## src/mitc_pkg.sv

```systemverilog
// Constants and types for the instruction timing core.
// Assumes nothing beyond a SystemVerilog compiler.
package mitc_pkg;

  // ****************************************************************
  // Timing
  // ****************************************************************
  localparam int unsigned PHASES_PER_CYCLE = 4;
  localparam logic [1:0] PHASE_LAST = 2'h3;
  localparam logic [7:0] BYTE_MAX = 8'h00FF;

  // ****************************************************************
  // Instruction encoding: op[15:12], bit index [10:8], operand [7:0].
  // ****************************************************************
  localparam int unsigned OP_HI = 15;
  localparam int unsigned OP_LO = 12;
  localparam int unsigned DST_BIT = 11;
  localparam int unsigned BIT_HI = 10;
  localparam int unsigned BIT_LO = 8;
  localparam logic [7:0] PC_LOW_ADDR = 8'h0002;
  localparam logic [7:0] TBL_HI_RESET = 8'h0000;
  localparam logic [11:0] PC_RESET = 12'h0000;
  localparam logic [7:0] ACC_RESET = 8'h0000;
  localparam logic [1:0] SECTOR0 = 2'h0;

  typedef enum logic [3:0] {
    OP_NOP, OP_ADD, OP_SUB, OP_AND, OP_OR, OP_XOR, OP_INVERT, OP_INCDEC,
    OP_ROT, OP_BITSET, OP_MOVE, OP_SKIP, OP_JUMP, OP_CALL, OP_RETURN, OP_MISC
  } mitc_op_type;

  typedef enum {
    ST_RUN, ST_EXTRA, ST_HALT
  } mitc_state_type;

endpackage

```

## src/mitc_core.sv

```systemverilog
// Instruction sequencer and datapath of an 8-bit accumulator core.
// Assumes program and data memory answer combinationally within a cycle.
`timescale 1ns/1ps
`default_nettype none

module mitc_core #(
  parameter int STACK_DEPTH = 8
) (
  input wire logic CLK,
  input wire logic RESET_N,
  input wire logic [15:0] PM_DATA,
  input wire logic [7:0] DM_RDATA,
  input wire logic WAKE,
  output logic [11:0] PM_ADDR,
  output logic [9:0] DM_ADDR,
  output logic [7:0] DM_WDATA,
  output logic DM_WE,
  output logic [7:0] ACC,
  output logic CARRY,
  output logic ZERO,
  output logic IRQ_EN,
  output logic SLEEP,
  output logic INSTR_DONE
);

  // ****************************************************************
  // Instruction fields
  // Encoding inside each group: OP_ADD/OP_SUB [11]=dst mem [10]=carry,
  // OP_INCDEC [10]=decrement, OP_ROT [10]=left [9]=through carry,
  // OP_BITSET [11]=set, OP_MOVE [10]=acc to mem [9]=immediate,
  // OP_SKIP [10]=not-zero [9]=bit test, OP_RETURN [10]=interrupt return,
  // A skip bit test shares [10:9] with its bit index, so it reaches
  // bits 2, 3, 6 and 7 only.
  // OP_MISC [10]=halt else table read (address {tbl_hi, acc}).
  // ****************************************************************
  logic [1:0] phase_q;
  mitc_pkg::mitc_state_type state_q;
  logic [11:0] pc_q;
  logic [15:0] ir_q;
  logic [7:0] acc_q;
  logic carry_q;
  logic zero_q;
  logic irq_en_q;
  logic [7:0] tbl_hi_q;
  logic [11:0] stack_q [STACK_DEPTH];
  localparam int SP_W = $clog2(STACK_DEPTH);
  logic [SP_W-1:0] sp_q;
  logic sleep_q;
  logic skip_q;
  logic done_q;
  logic we_q;
  logic [7:0] wd_q;

  wire logic [15:0] ins = (state_q == mitc_pkg::ST_RUN) ? PM_DATA : ir_q;
  wire mitc_pkg::mitc_op_type op =
    mitc_pkg::mitc_op_type'(ins[mitc_pkg::OP_HI:mitc_pkg::OP_LO]);
  wire logic [7:0] opd = ins[7:0];
  wire logic [2:0] bidx = ins[mitc_pkg::BIT_HI:mitc_pkg::BIT_LO];
  wire logic to_mem = ins[mitc_pkg::DST_BIT];
  wire logic at_end = (phase_q == mitc_pkg::PHASE_LAST);

  function automatic logic is_zero(input logic [7:0] v);
    return (v == 8'h0000);
  endfunction

  // ****************************************************************
  // Arithmetic and logic; add, subtract, and, or and xor work against the accumulator
  // ****************************************************************
  logic [8:0] sum;
  logic [7:0] res;
  logic res_c;
  logic res_z_upd;
  logic c_upd;
  logic writes_acc;
  logic writes_mem;
  logic take_skip;
  always_comb begin
    sum = 9'h0000;
    res = acc_q;
    res_c = carry_q;
    res_z_upd = 1'b0;
    c_upd = 1'b0;
    writes_acc = 1'b0;
    writes_mem = 1'b0;
    take_skip = 1'b0;
    case (op)
      mitc_pkg::OP_ADD: begin
        sum = {1'b0, acc_q} + {1'b0, DM_RDATA} + {8'h0000, ins[10] & carry_q};
        res = sum[7:0];
        res_c = (sum > {1'b0, mitc_pkg::BYTE_MAX});
        c_upd = 1'b1;
        res_z_upd = 1'b1;
        writes_acc = !to_mem;
        writes_mem = to_mem;
      end
      mitc_pkg::OP_SUB: begin
        sum = {1'b0, acc_q} - {1'b0, DM_RDATA} - {8'h0000, ins[10] & ~carry_q};
        res = sum[7:0];
        res_c = ~sum[8]; // carry clear means borrow.
        c_upd = 1'b1;
        res_z_upd = 1'b1;
        writes_acc = !to_mem;
        writes_mem = to_mem;
      end
      mitc_pkg::OP_AND, mitc_pkg::OP_OR, mitc_pkg::OP_XOR,
      mitc_pkg::OP_INVERT: begin
        case (op)
          mitc_pkg::OP_AND: res = acc_q & DM_RDATA;
          mitc_pkg::OP_OR: res = acc_q | DM_RDATA;
          mitc_pkg::OP_XOR: res = acc_q ^ DM_RDATA;
          default: res = ~DM_RDATA;
        endcase
        res_z_upd = 1'b1;
        writes_acc = !to_mem;
        writes_mem = to_mem;
      end
      mitc_pkg::OP_INCDEC: begin
        res = ins[10] ? DM_RDATA - 8'h0001 : DM_RDATA + 8'h0001;
        res_z_upd = 1'b1;
        writes_acc = !to_mem;
        writes_mem = to_mem;
      end
      mitc_pkg::OP_ROT: begin
        if (ins[10]) begin
          res = {DM_RDATA[6:0], ins[9] ? carry_q : DM_RDATA[7]};
          res_c = DM_RDATA[7];
        end else begin
          res = {ins[9] ? carry_q : DM_RDATA[0], DM_RDATA[7:1]};
          res_c = DM_RDATA[0];
        end
        c_upd = ins[9];
        writes_acc = !to_mem;
        writes_mem = to_mem;
      end
      mitc_pkg::OP_BITSET: begin
        res = DM_RDATA;
        res[bidx] = ins[mitc_pkg::DST_BIT];
        writes_mem = 1'b1;
      end
      mitc_pkg::OP_MOVE: begin
        res = ins[10] ? acc_q : (ins[9] ? opd : DM_RDATA);
        writes_acc = !ins[10];
        writes_mem = ins[10];
      end
      mitc_pkg::OP_SKIP: begin
        take_skip = ins[9] ? (DM_RDATA[bidx] == ins[10])
                           : (is_zero(DM_RDATA) != ins[10]);
      end
      default: begin
        res = acc_q;
      end
    endcase
  end

  // Program counter low written: any memory write aimed at its address.
  wire logic pc_low_write = writes_mem && (opd == mitc_pkg::PC_LOW_ADDR);
  wire logic two_cycle =
    (op == mitc_pkg::OP_JUMP) || (op == mitc_pkg::OP_CALL) ||
    (op == mitc_pkg::OP_RETURN) || (op == mitc_pkg::OP_MISC && !ins[10]) ||
    pc_low_write || take_skip;
  wire logic [11:0] pc_inc = pc_q + 12'h0001;

  // ****************************************************************
  // Phase counter: four system clocks per instruction cycle
  // ****************************************************************
  always_ff @(posedge CLK) begin
    if (!RESET_N || state_q == mitc_pkg::ST_HALT) begin
      phase_q <= 2'h0;
    end else begin
      phase_q <= phase_q + 2'h1;
    end
  end

  // ****************************************************************
  // Sequencer
  // ****************************************************************
  always_ff @(posedge CLK) begin
    if (!RESET_N) begin
      state_q <= mitc_pkg::ST_RUN;
      ir_q <= 16'h0000;
      skip_q <= 1'b0;
      done_q <= 1'b0;
      sleep_q <= 1'b0;
    end else begin
      done_q <= 1'b0;
      case (state_q)
        mitc_pkg::ST_RUN: begin
          if (at_end) begin
            ir_q <= PM_DATA;
            if (skip_q) begin
              skip_q <= 1'b0;
              done_q <= 1'b1;
            end else if (op == mitc_pkg::OP_MISC && ins[10]) begin
              state_q <= mitc_pkg::ST_HALT;
              sleep_q <= 1'b1;
              done_q <= 1'b1;
            end else if (take_skip) begin
              skip_q <= 1'b1;
            end else if (two_cycle) begin
              state_q <= mitc_pkg::ST_EXTRA;
            end else begin
              done_q <= 1'b1;
            end
          end
        end
        mitc_pkg::ST_EXTRA: begin
          if (at_end) begin
            state_q <= mitc_pkg::ST_RUN;
            done_q <= 1'b1;
          end
        end
        mitc_pkg::ST_HALT: begin
          if (WAKE) begin
            state_q <= mitc_pkg::ST_RUN;
            sleep_q <= 1'b0;
          end
        end
        default: begin
          state_q <= mitc_pkg::ST_RUN;
        end
      endcase
    end
  end

  // A taken skip spends its extra cycle fetching and discarding the
  // next word, so the skipped instruction is never executed.
  wire logic exec = (state_q == mitc_pkg::ST_RUN) && at_end && !skip_q;

  // ****************************************************************
  // Program counter and return stack
  // ****************************************************************
  always_ff @(posedge CLK) begin
    if (!RESET_N) begin
      pc_q <= mitc_pkg::PC_RESET;
      sp_q <= '0;
    end else if (exec) begin
      case (op)
        mitc_pkg::OP_JUMP: pc_q <= ins[11:0]; // no save.
        mitc_pkg::OP_CALL: begin
          stack_q[sp_q] <= pc_inc;
          sp_q <= sp_q + SP_W'(1);
          pc_q <= ins[11:0];
        end
        mitc_pkg::OP_RETURN: begin
          pc_q <= stack_q[sp_q - SP_W'(1)];
          sp_q <= sp_q - SP_W'(1);
        end
        default: begin
          if (pc_low_write) begin
            pc_q <= {pc_q[11:8], res};
          end else begin
            // Halt steps on too, so that a wake resumes after it.
            pc_q <= pc_inc;
          end
        end
      endcase
    end else if (state_q == mitc_pkg::ST_RUN && at_end) begin
      pc_q <= pc_inc;
    end
  end

  // ****************************************************************
  // Accumulator, flags, interrupt enable and table high byte
  // ****************************************************************
  always_ff @(posedge CLK) begin
    if (!RESET_N) begin
      acc_q <= mitc_pkg::ACC_RESET;
      carry_q <= 1'b0;
      zero_q <= 1'b0;
      irq_en_q <= 1'b0;
      tbl_hi_q <= mitc_pkg::TBL_HI_RESET;
    end else if (exec) begin
      if (writes_acc) acc_q <= res;
      if (c_upd) carry_q <= res_c;
      if (res_z_upd) zero_q <= is_zero(res);
      if (op == mitc_pkg::OP_RETURN && ins[10]) irq_en_q <= 1'b1;
      if (op == mitc_pkg::OP_MOVE && ins[10] && ins[9]) tbl_hi_q <= acc_q;
    end else if (state_q == mitc_pkg::ST_EXTRA && at_end &&
                 ir_q[mitc_pkg::OP_HI:mitc_pkg::OP_LO] == 4'hF) begin
      acc_q <= PM_DATA[7:0];
    end
  end

  // ****************************************************************
  // Memory ports and outputs
  // ****************************************************************
  always_ff @(posedge CLK) begin
    if (!RESET_N) begin
      we_q <= 1'b0;
      wd_q <= 8'h0000;
    end else begin
      we_q <= exec && writes_mem;
      wd_q <= res;
    end
  end

  wire logic tbl_fetch = (state_q == mitc_pkg::ST_EXTRA) &&
    (ir_q[mitc_pkg::OP_HI:mitc_pkg::OP_LO] == 4'hF);
  always_ff @(posedge CLK) begin
    if (!RESET_N) begin
      PM_ADDR <= mitc_pkg::PC_RESET;
      DM_ADDR <= 10'h0000;
    end else begin
      PM_ADDR <= tbl_fetch ? {tbl_hi_q[3:0], acc_q} : pc_q;
      DM_ADDR <= {mitc_pkg::SECTOR0, opd};
    end
  end

  assign DM_WE = we_q;
  assign DM_WDATA = wd_q;
  assign ACC = acc_q;
  assign CARRY = carry_q;
  assign ZERO = zero_q;
  assign IRQ_EN = irq_en_q;
  assign SLEEP = sleep_q;
  assign INSTR_DONE = done_q;

  // ****************************************************************
  // Checks
  // ****************************************************************
  property p_phase_wrap;
    @(posedge CLK) disable iff (!RESET_N)
    (phase_q == 2'h3 && state_q != mitc_pkg::ST_HALT) |=> phase_q == 2'h0;
  endproperty
  a_phase_wrap: assert property (p_phase_wrap) else $error("phase wrap");

  property p_extra_len;
    @(posedge CLK) disable iff (!RESET_N)
    $rose(state_q == mitc_pkg::ST_EXTRA) |-> ##3 at_end;
  endproperty
  a_extra_len: assert property (p_extra_len) else $error("extra len");

  property p_irq_return;
    @(posedge CLK) disable iff (!RESET_N)
    (exec && op == mitc_pkg::OP_RETURN && ins[10]) |=> IRQ_EN;
  endproperty
  a_irq_return: assert property (p_irq_return) else $error("irq enable");

  property p_sub_return;
    @(posedge CLK) disable iff (!RESET_N)
    (exec && op == mitc_pkg::OP_RETURN && !ins[10]) |=> $stable(IRQ_EN);
  endproperty
  a_sub_return: assert property (p_sub_return) else $error("irq kept");

  property p_zero_logic;
    @(posedge CLK) disable iff (!RESET_N)
    (exec && op == mitc_pkg::OP_AND) |=> ZERO == is_zero($past(res));
  endproperty
  a_zero_logic: assert property (p_zero_logic) else $error("zero");

  property p_sector;
    @(posedge CLK) disable iff (!RESET_N) DM_ADDR[9:8] == 2'h0;
  endproperty
  a_sector: assert property (p_sector) else $error("sector");

  property p_halt;
    @(posedge CLK) disable iff (!RESET_N)
    (exec && op == mitc_pkg::OP_MISC && ins[10]) |=> SLEEP;
  endproperty
  a_halt: assert property (p_halt) else $error("halt");

  property p_call;
    @(posedge CLK) disable iff (!RESET_N)
    (exec && op == mitc_pkg::OP_CALL) |=> stack_q[$past(sp_q)] == $past(pc_inc);
  endproperty
  a_call: assert property (p_call) else $error("call save");

  property p_one_cycle;
    @(posedge CLK) disable iff (!RESET_N)
    (exec && !two_cycle && op != mitc_pkg::OP_MISC) |=> INSTR_DONE;
  endproperty
  a_one_cycle: assert property (p_one_cycle) else $error("one cycle");

  c_call: cover property (@(posedge CLK) exec && op == mitc_pkg::OP_CALL);
  c_skip: cover property (@(posedge CLK) exec && take_skip);
  c_pc_low: cover property (@(posedge CLK) exec && pc_low_write);

endmodule

`default_nettype wire

```

## config.mk

```make
export PLATFORM = sky130hd
export DESIGN_NAME = mitc_core
export DESIGN_NICKNAME = d
export VERILOG_FILES = /design/src/mitc_pkg.sv /design/src/mitc_core.sv
export SDC_FILE = /design/constraint.sdc
export NUM_CORES = 1
export LEC_CHECK = 0
export ABC_AREA = 1
export BUFFER_PORTS_ARGS = -buffer_cell sky130_fd_sc_hd__buf_4
export CAP_MARGIN = 40
export CORE_MARGIN = 2
export CORE_UTILIZATION = 50
export CTS_CLUSTER_DIAMETER = 120
export DETAILED_ROUTE_END_ITERATION = 16
export PLACE_DENSITY = 0.68
export SLEW_MARGIN = 20
export SYNTH_ARGS = -nofsm -noshare
export SYNTH_HDL_FRONTEND = slang
export SYNTH_SLANG_ARGS = --single-unit
```

## constraint.sdc

```tcl
create_clock -name CLK -period 6.6 [get_ports CLK]
set_input_delay 0.33 -clock CLK [delete_from_list [all_inputs] [get_ports CLK]]
set_output_delay 0.33 -clock CLK [all_outputs]
set_load 0.02 [all_outputs]
```

==> results of run 1 <==
metal layers:
layer / track usage (%) / vias to the layer above / part of all wire, %
li1: - / 4472 / -
met1: 38.0 / 4335 / 41
met2: 47.2 / 463 / 47
met3: 4.69 / 85 / 7.6
met4: 11.9 / 0 / 4.4
met5: 0 / - / 0
how the worst min path moves through the flow:
stage / endpoint / slack (ns) / startpoint
after floorplan: phase_q[0] / 0.40 / phase_q[0]
after global placement: phase_q[0] / 0.41 / phase_q[0]
after detailed placement: phase_q[0] / 0.42 / phase_q[0]
after CTS: ir_q[12] / 0.16 / PM_DATA[12]
after global routing: ir_q[5] / 0.18 / PM_DATA[5]
final: ir_q[12] / 0.18 / PM_DATA[12]
layout make-up:
class                           count  area [um^2]
Clock buffer                       17          425
Clock inverter                     15          171
Fill cell                        1911         8520
Inverter                          118          443
Multi-Input combinational cell    932         4970
Sequential cell                   178         4520
Tap cell                          270          338
Timing Repair Buffer               93          708
power breakdown:
group / switching [mW] / internal, mW
clock network: 0.457 / 0.570
registers: 0.0209 / 1.19
logic: 0.306 / 0.143
total: 0.783 / 1.91
worst reg2reg max path, stage by stage (launching register included):
cell	delay, ns
dfxtp_1	0.37
inv_2	0.13
nand2_4	0.13
nor2_2	0.66
inv_2	0.44
nor2_4	0.58
inv_2	0.33
nor4_1	0.53
nand2_1	0.29
nor3_2	0.75
kinds of logic (layout without fill, tap and decap cells):
| group | after synthesis | in the layout | synth area share, % |
|---|---|---|---|
| buffers and inverters | 169 | 243 | 6.96 |
| xor gates and xnor gates | 14 | 14 | 1.21 |
| DFF | 178 | 178 | 44.5 |
| other | 1 | 2 | 0.0369 |
| AOI/OAI and AO/OA | 300 | 300 | 16.8 |
| and+or+nand+nor | 571 | 571 | 24.6 |
| adders and majority gates | 45 | 45 | 5.91 |
registers in the layout, indices dropped and copies added, names as in the netlist:
register	flops
state_q	2
stack_q	96
ir_q	16
CARRY	1
INSTR_DONE	1
DM_WE	1
tbl_hi_q	4
pc_q	12
PM_ADDR	12
DM_WDATA	8
phase_q	2
ACC	8
DM_ADDR	8
IRQ_EN	1
sp_q	3
ZERO	1
SLEEP	1
skip_q	1
cells in the final DEF (no fill, tap or decap), types with 3 or more instances in the layout:
cell type,synthesis,final
nor3_2,4,12
inv_1,108,108
buf_4,4,89
clkbuf_16,0,17
o211ai_1,9,9
inv_6,0,4
inv_2,10,10
o21a_1,5,5
clkinv_4,0,3
o21ai_2,5,5
ha_1,40,40
nand3_1,73,73
o221ai_1,21,21
nand2_1,258,258
edfxtp_1,96,96
a32oi_1,4,4
inv_8,0,3
nand3b_1,4,4
xnor2_1,3,3
nor2_1,149,149
nand2_2,14,14
xor2_1,11,11
a21oi_1,86,86
nor2_2,11,11
fa_1,5,5
dfxtp_1,82,82
nor3_1,20,12
nor2_4,5,5
o21ai_1,16,16
a31oi_1,10,10
a211oi_1,3,3
o21ai_0,135,135
or2_2,8,8
nand4_1,19,19
metrics by stage:
stage / setup WS, ns / instance area (um^2) / hold WS [ns] / utilization (%)
floorplan: 3.18 / 10200 / 0.399 / -
global placement: 2.25 / 10800 / 0.410 / 53.8
detailed placement: 2.08 / 10900 / 0.415 / 54.2
CTS: 2.04 / 11500 / 0.160 / 57.1
global route: 1.69 / 11600 / 0.182 / 57.6
finish: 2.00 / 11600 / 0.178 / 57.6
==> reports/qor.yml, run 1 <==
tritoncts: "built"
synth_top_area_share_pct: 28.4
drt_iter0_markers: 1059
finalPower_mw: 2.69
avgSynthCellArea_um2: 7.95
grt_pass1_vias: 8496
cts_inserted_buffers: 17
fin_nets: 1412
maxSlewHeadroom_pct: 38.8
rows: 52
power.density_nw_per_um2: 232
syn_area_um2: 10200
vias: 9355
hold_path.class: "input port to register"
grt_max_degree: 53
clock_sinks: 178
ys_async_sr_fraction_pct: 0
post_cts_resized: 0
synthDistinctLibCells: 45
synth-seq-cells: 178
startpoint_type: "register"
critPathLaunch: "state_q[0]"
ctsLongestPathBuffers: 2
r2r-start: "state_q[0]"
arrival_ns: 4.65
initial_core_util_pct: 50.5
vias_per_cell: 5.76
ys_warn_count: 0
setup-tns-final_ns: 0
min_period_ns: 4.60
wl_per_cell_um: 19.0
antenna_found_initial: 0
irDropWorstVdd_v: 0.000189
cap_violations: 0
cts_hold_buf: 0
drc_errors: 0
crit_slowest_cell: "nor3_2"
worstSetupEndpointType: "register"
crit_path_end: "stack_q[5][8]"
cellLeakagePower_nw: 4.77
setup_viol: 0
rrSetupSlack_ns: 2.00
instances_no_fill: 1623
finalHoldViolations: 0
cts-root-buf: "clkbuf_16"
synth.area.top_cells: "edfxtp_1, dfxtp_1, nand2_1"
drive_above_1_share_pct: 14.3
post-synth-top-count-cell: "nand2_1"
grt_pass1_wl_mm: 47.9
crit_required_ns: 6.65
synth_commonest_cells: "nand2_1, nor2_1, o21ai_0"
io_pins: 71
overflow: 0
path_class: "register to register"
first_pass_iters: 7
synthFlopType: "edfxtp_1"
core_area_um2: 20100
path_max_fanout: 30
die_area_um2: 21500
clock_skew_ns: 0.0108
die_height_um: 147
diodes: 0
htreeDepth: 4
min_path_cells: 3
dp.cells: 1580
ant_nets: 0
rr_worst_depth: 9
status: "finished, final reports clean"
path_cells: "inv_2 -> nand2_4 -> nor2_2 -> inv_2 -> nor2_4 -> inv_2 -> nor4_1 -> nand2_1 -> nor3_2"
worstMarginPinSlew_ns: 0.913
place.gp.congestion: 0.978
clk_pin_slew_ns: 0.07
die_w_um: 147
area_delta_synth_final_pct: 14.0
netlist_instances: 1278
drv_slew: 0
cpPeakStageDelay_ns: 0.75
seq_area_frac_synth_pct: 44.5
synth_edf_count: 96
crit_family: "simple AND/OR/NAND/NOR gates"
portBuffers: 68
gr-usage-all-layers_pct: 28.8
synth_top_area_cell: "edfxtp_1"
hpwl_mm: 23.0
cts_setup_buffers: 0
max_freq_mhz: 217
clk_latency_ns: 0.43
reg2reg_to: "stack_q[5][8]"
path_buf_inv: 3
crit_top_cell: "inv_2"
rsz0062_at_grt: "false"
wl_mm: 30.9
path_depth: 9
fin_crit_sh_pct: 69.7
Power figures use the tool's default switching activity.
==> run 2: changes to the inputs <==
PLACE_DENSITY = 0.71   (was 0.68)
clock period = 3.7 ns   (was 6.6 ns; I/O delays follow)
==> run 2 against run 1 <==
Clock-buffer cell count is 3 higher. Cell count up 0.68%. Sequential power increased by 79%. Critical endpoint is now ZERO. Global-route usage rose by 0.12 points. Via count decreased by 0.71%. Fmax rose by 37%. Highest routed layer unchanged. Die area is the same. Total power rose by 81%.
==> reports/qor.yml, run 2 (synthesized netlist as in run 1, its figures left out) <==
startpoint_type: "register"
cts_inserted_buffers: 17
vias_per_cell: 5.68
ant_nets: 0
worstMarginPinSlew_ns: 0.859
wl_mm: 30.7
area_delta_synth_final_pct: 14.9
gr-usage-all-layers_pct: 28.9
rows: 52
whs_ns: 0.0183
finalHoldViolations: 0
overflow: 0
clock_sinks: 178
path_max_fanout: 15
post_cts_resized: 0
drive_above_1_share_pct: 14.8
grt_pass1_wl_mm: 48.1
portBuffers: 68
ctsLongestPathBuffers: 2
grt_max_degree: 53
htreeDepth: 4
multi_input_area_um2: 4970
comb_power_share_pct: 16.3
diodes: 0
arrival_ns: 3.73
io_pins: 71
fin_crit_sh_pct: 91.0
seqPwrFrac_pct: 44.4
cellLeakagePower_nw: 4.82
top_register: "stack_q"
drt_iter0_markers: 967
min_period_ns: 3.37
power_switching_mw: 1.35
fin_nets: 1423
die_w_um: 147
worstSetupEndpointType: "register"
antenna_found_initial: 0
cts_setup_buffers: 0
hpwl_mm: 22.2
place.gp.congestion: 0.958
maxSlewHeadroom_pct: 42.6
clock_skew_ns: 0.00712
crit_top_cell: "nand2_1"
die_area_um2: 21500
wl_per_cell_um: 18.8
hold_path.class: "input port to register"
vias: 9289
largest_reg_flops: 96
clk_latency_ns: 0.43
initial_core_util_pct: 50.5
final_cell_mix: "nand2_1, nor2_1, o21ai_0, inv_1, buf_4"
status: "finished, final reports clean"
internal_power_mw: 3.52
drv_slew: 0
die_height_um: 147
crit_slowest_cell: "dfxtp_1"
rsz0062_at_grt: "false"
nFillCells: 1848
grt_pass1_vias: 8830
largestRegisters: "stack_q x96, ir_q x16"
clk_pin_slew_ns: 0.07
cap_violations: 0
path_class: "register to register"
power.density_nw_per_um2: 417
setup-tns-final_ns: 0
setup_viol: 0
path_cells: "inv_2 -> nand2_4 -> nand2_1 -> nand2_2 -> nand2_1 -> fa_1 -> fa_1 -> nor2_1 -> o21ai_0 -> or2_2 -> nand3_1 -> nand3_1 -> nor3_2 -> nand2_1 -> nand2_1 -> nand2_1 -> nor2_1 -> nand3_1 -> a21oi_1"
tritoncts: "built"
cts-root-buf: "clkbuf_16"
layout_commonest_cell: "nand2_1"
regArea_um2: 4520
max_freq_mhz: 297
drc_errors: 0
crit_required_ns: 4.06
first_pass_iters: 7
cpPeakStageDelay_ns: 0.44
clockPowerShare_pct: 39.2
irDropWorstVdd_v: 0.000359
cts_hold_buf: 0
core_area_um2: 20100
swShare_pct: 27.6
==> run 2: worst max-delay path, delay by kind of cell (launching register included) <==
| family | cells | cell delay (ns) |
|---|---|---|
| AND/OR/NAND/NOR | 14 | 1.65 |
| adder cells (fa/ha/maj) | 2 | 0.85 |
| flip-flops | 1 | 0.44 |
| AO/OA/AOI/OAI | 2 | 0.23 |
| buffers and inverters | 1 | 0.11 |
==> run 2: final timing paths <==
check                    from          to  slack, ns  depth (start not counted)
setup / recovery   state_q[0]        ZERO       0.33                         19
hold / removal    PM_DATA[12]    ir_q[12]       0.02                          3
setup reg to reg   state_q[0]        ZERO       0.33                         19
hold reg to reg    phase_q[0]  phase_q[0]       0.43                          1
==> run 2: power by group through the flow <==
stage | registers (mW) | clock network [mW] | logic (mW)
2_1_floorplan | 2.23 | 0 | 0.494
3_3_place_gp | 2.21 | 0 | 0.769
3_5_place_dp | 2.21 | 0 | 0.778
4_1_cts | 2.16 | 1.92 | 0.782
5_1_grt | 2.17 | 2.00 | 0.877
6_report | 2.16 | 1.91 | 0.794
==> run 2: metrics by stage <==
| stage | cells | power (mW) | cell area, um^2 | utilization, % | setup slack, ns |
|---|---|---|---|---|---|
| after floorplan | 1279 | 2.72 | 10200 | - | 0.278 |
| final | 1634 | 4.87 | 11700 | 58.1 | 0.332 |
| after CTS | 1634 | 4.86 | 11700 | 58.1 | 0.387 |
| after global placement | 1602 | 2.97 | 11100 | 55.0 | 0.503 |
| after global routing | 1634 | 5.05 | 11700 | 58.1 | 0.0556 |
| after detailed placement | 1602 | 2.98 | 11100 | 55.0 | 0.391 |
==> run 2: final cells by class <==
cell class                      count  area share, %
Clock buffer                       20           3.74
Clock inverter                     12           1.57
Inverter                          118           3.79
Multi-Input combinational cell    932           42.6
Sequential cell                   178           38.7
Tap cell                          270           2.89
Timing Repair Buffer              104           6.68
==> run 2: routing by layer <==
layer | wire length [um] | global-route usage (%)
met1 | 12400 | 36.0
met5 | 0 | 0
met4 | 1500 | 13.8
met2 | 14800 | 48.9
met3 | 2050 | 4.84
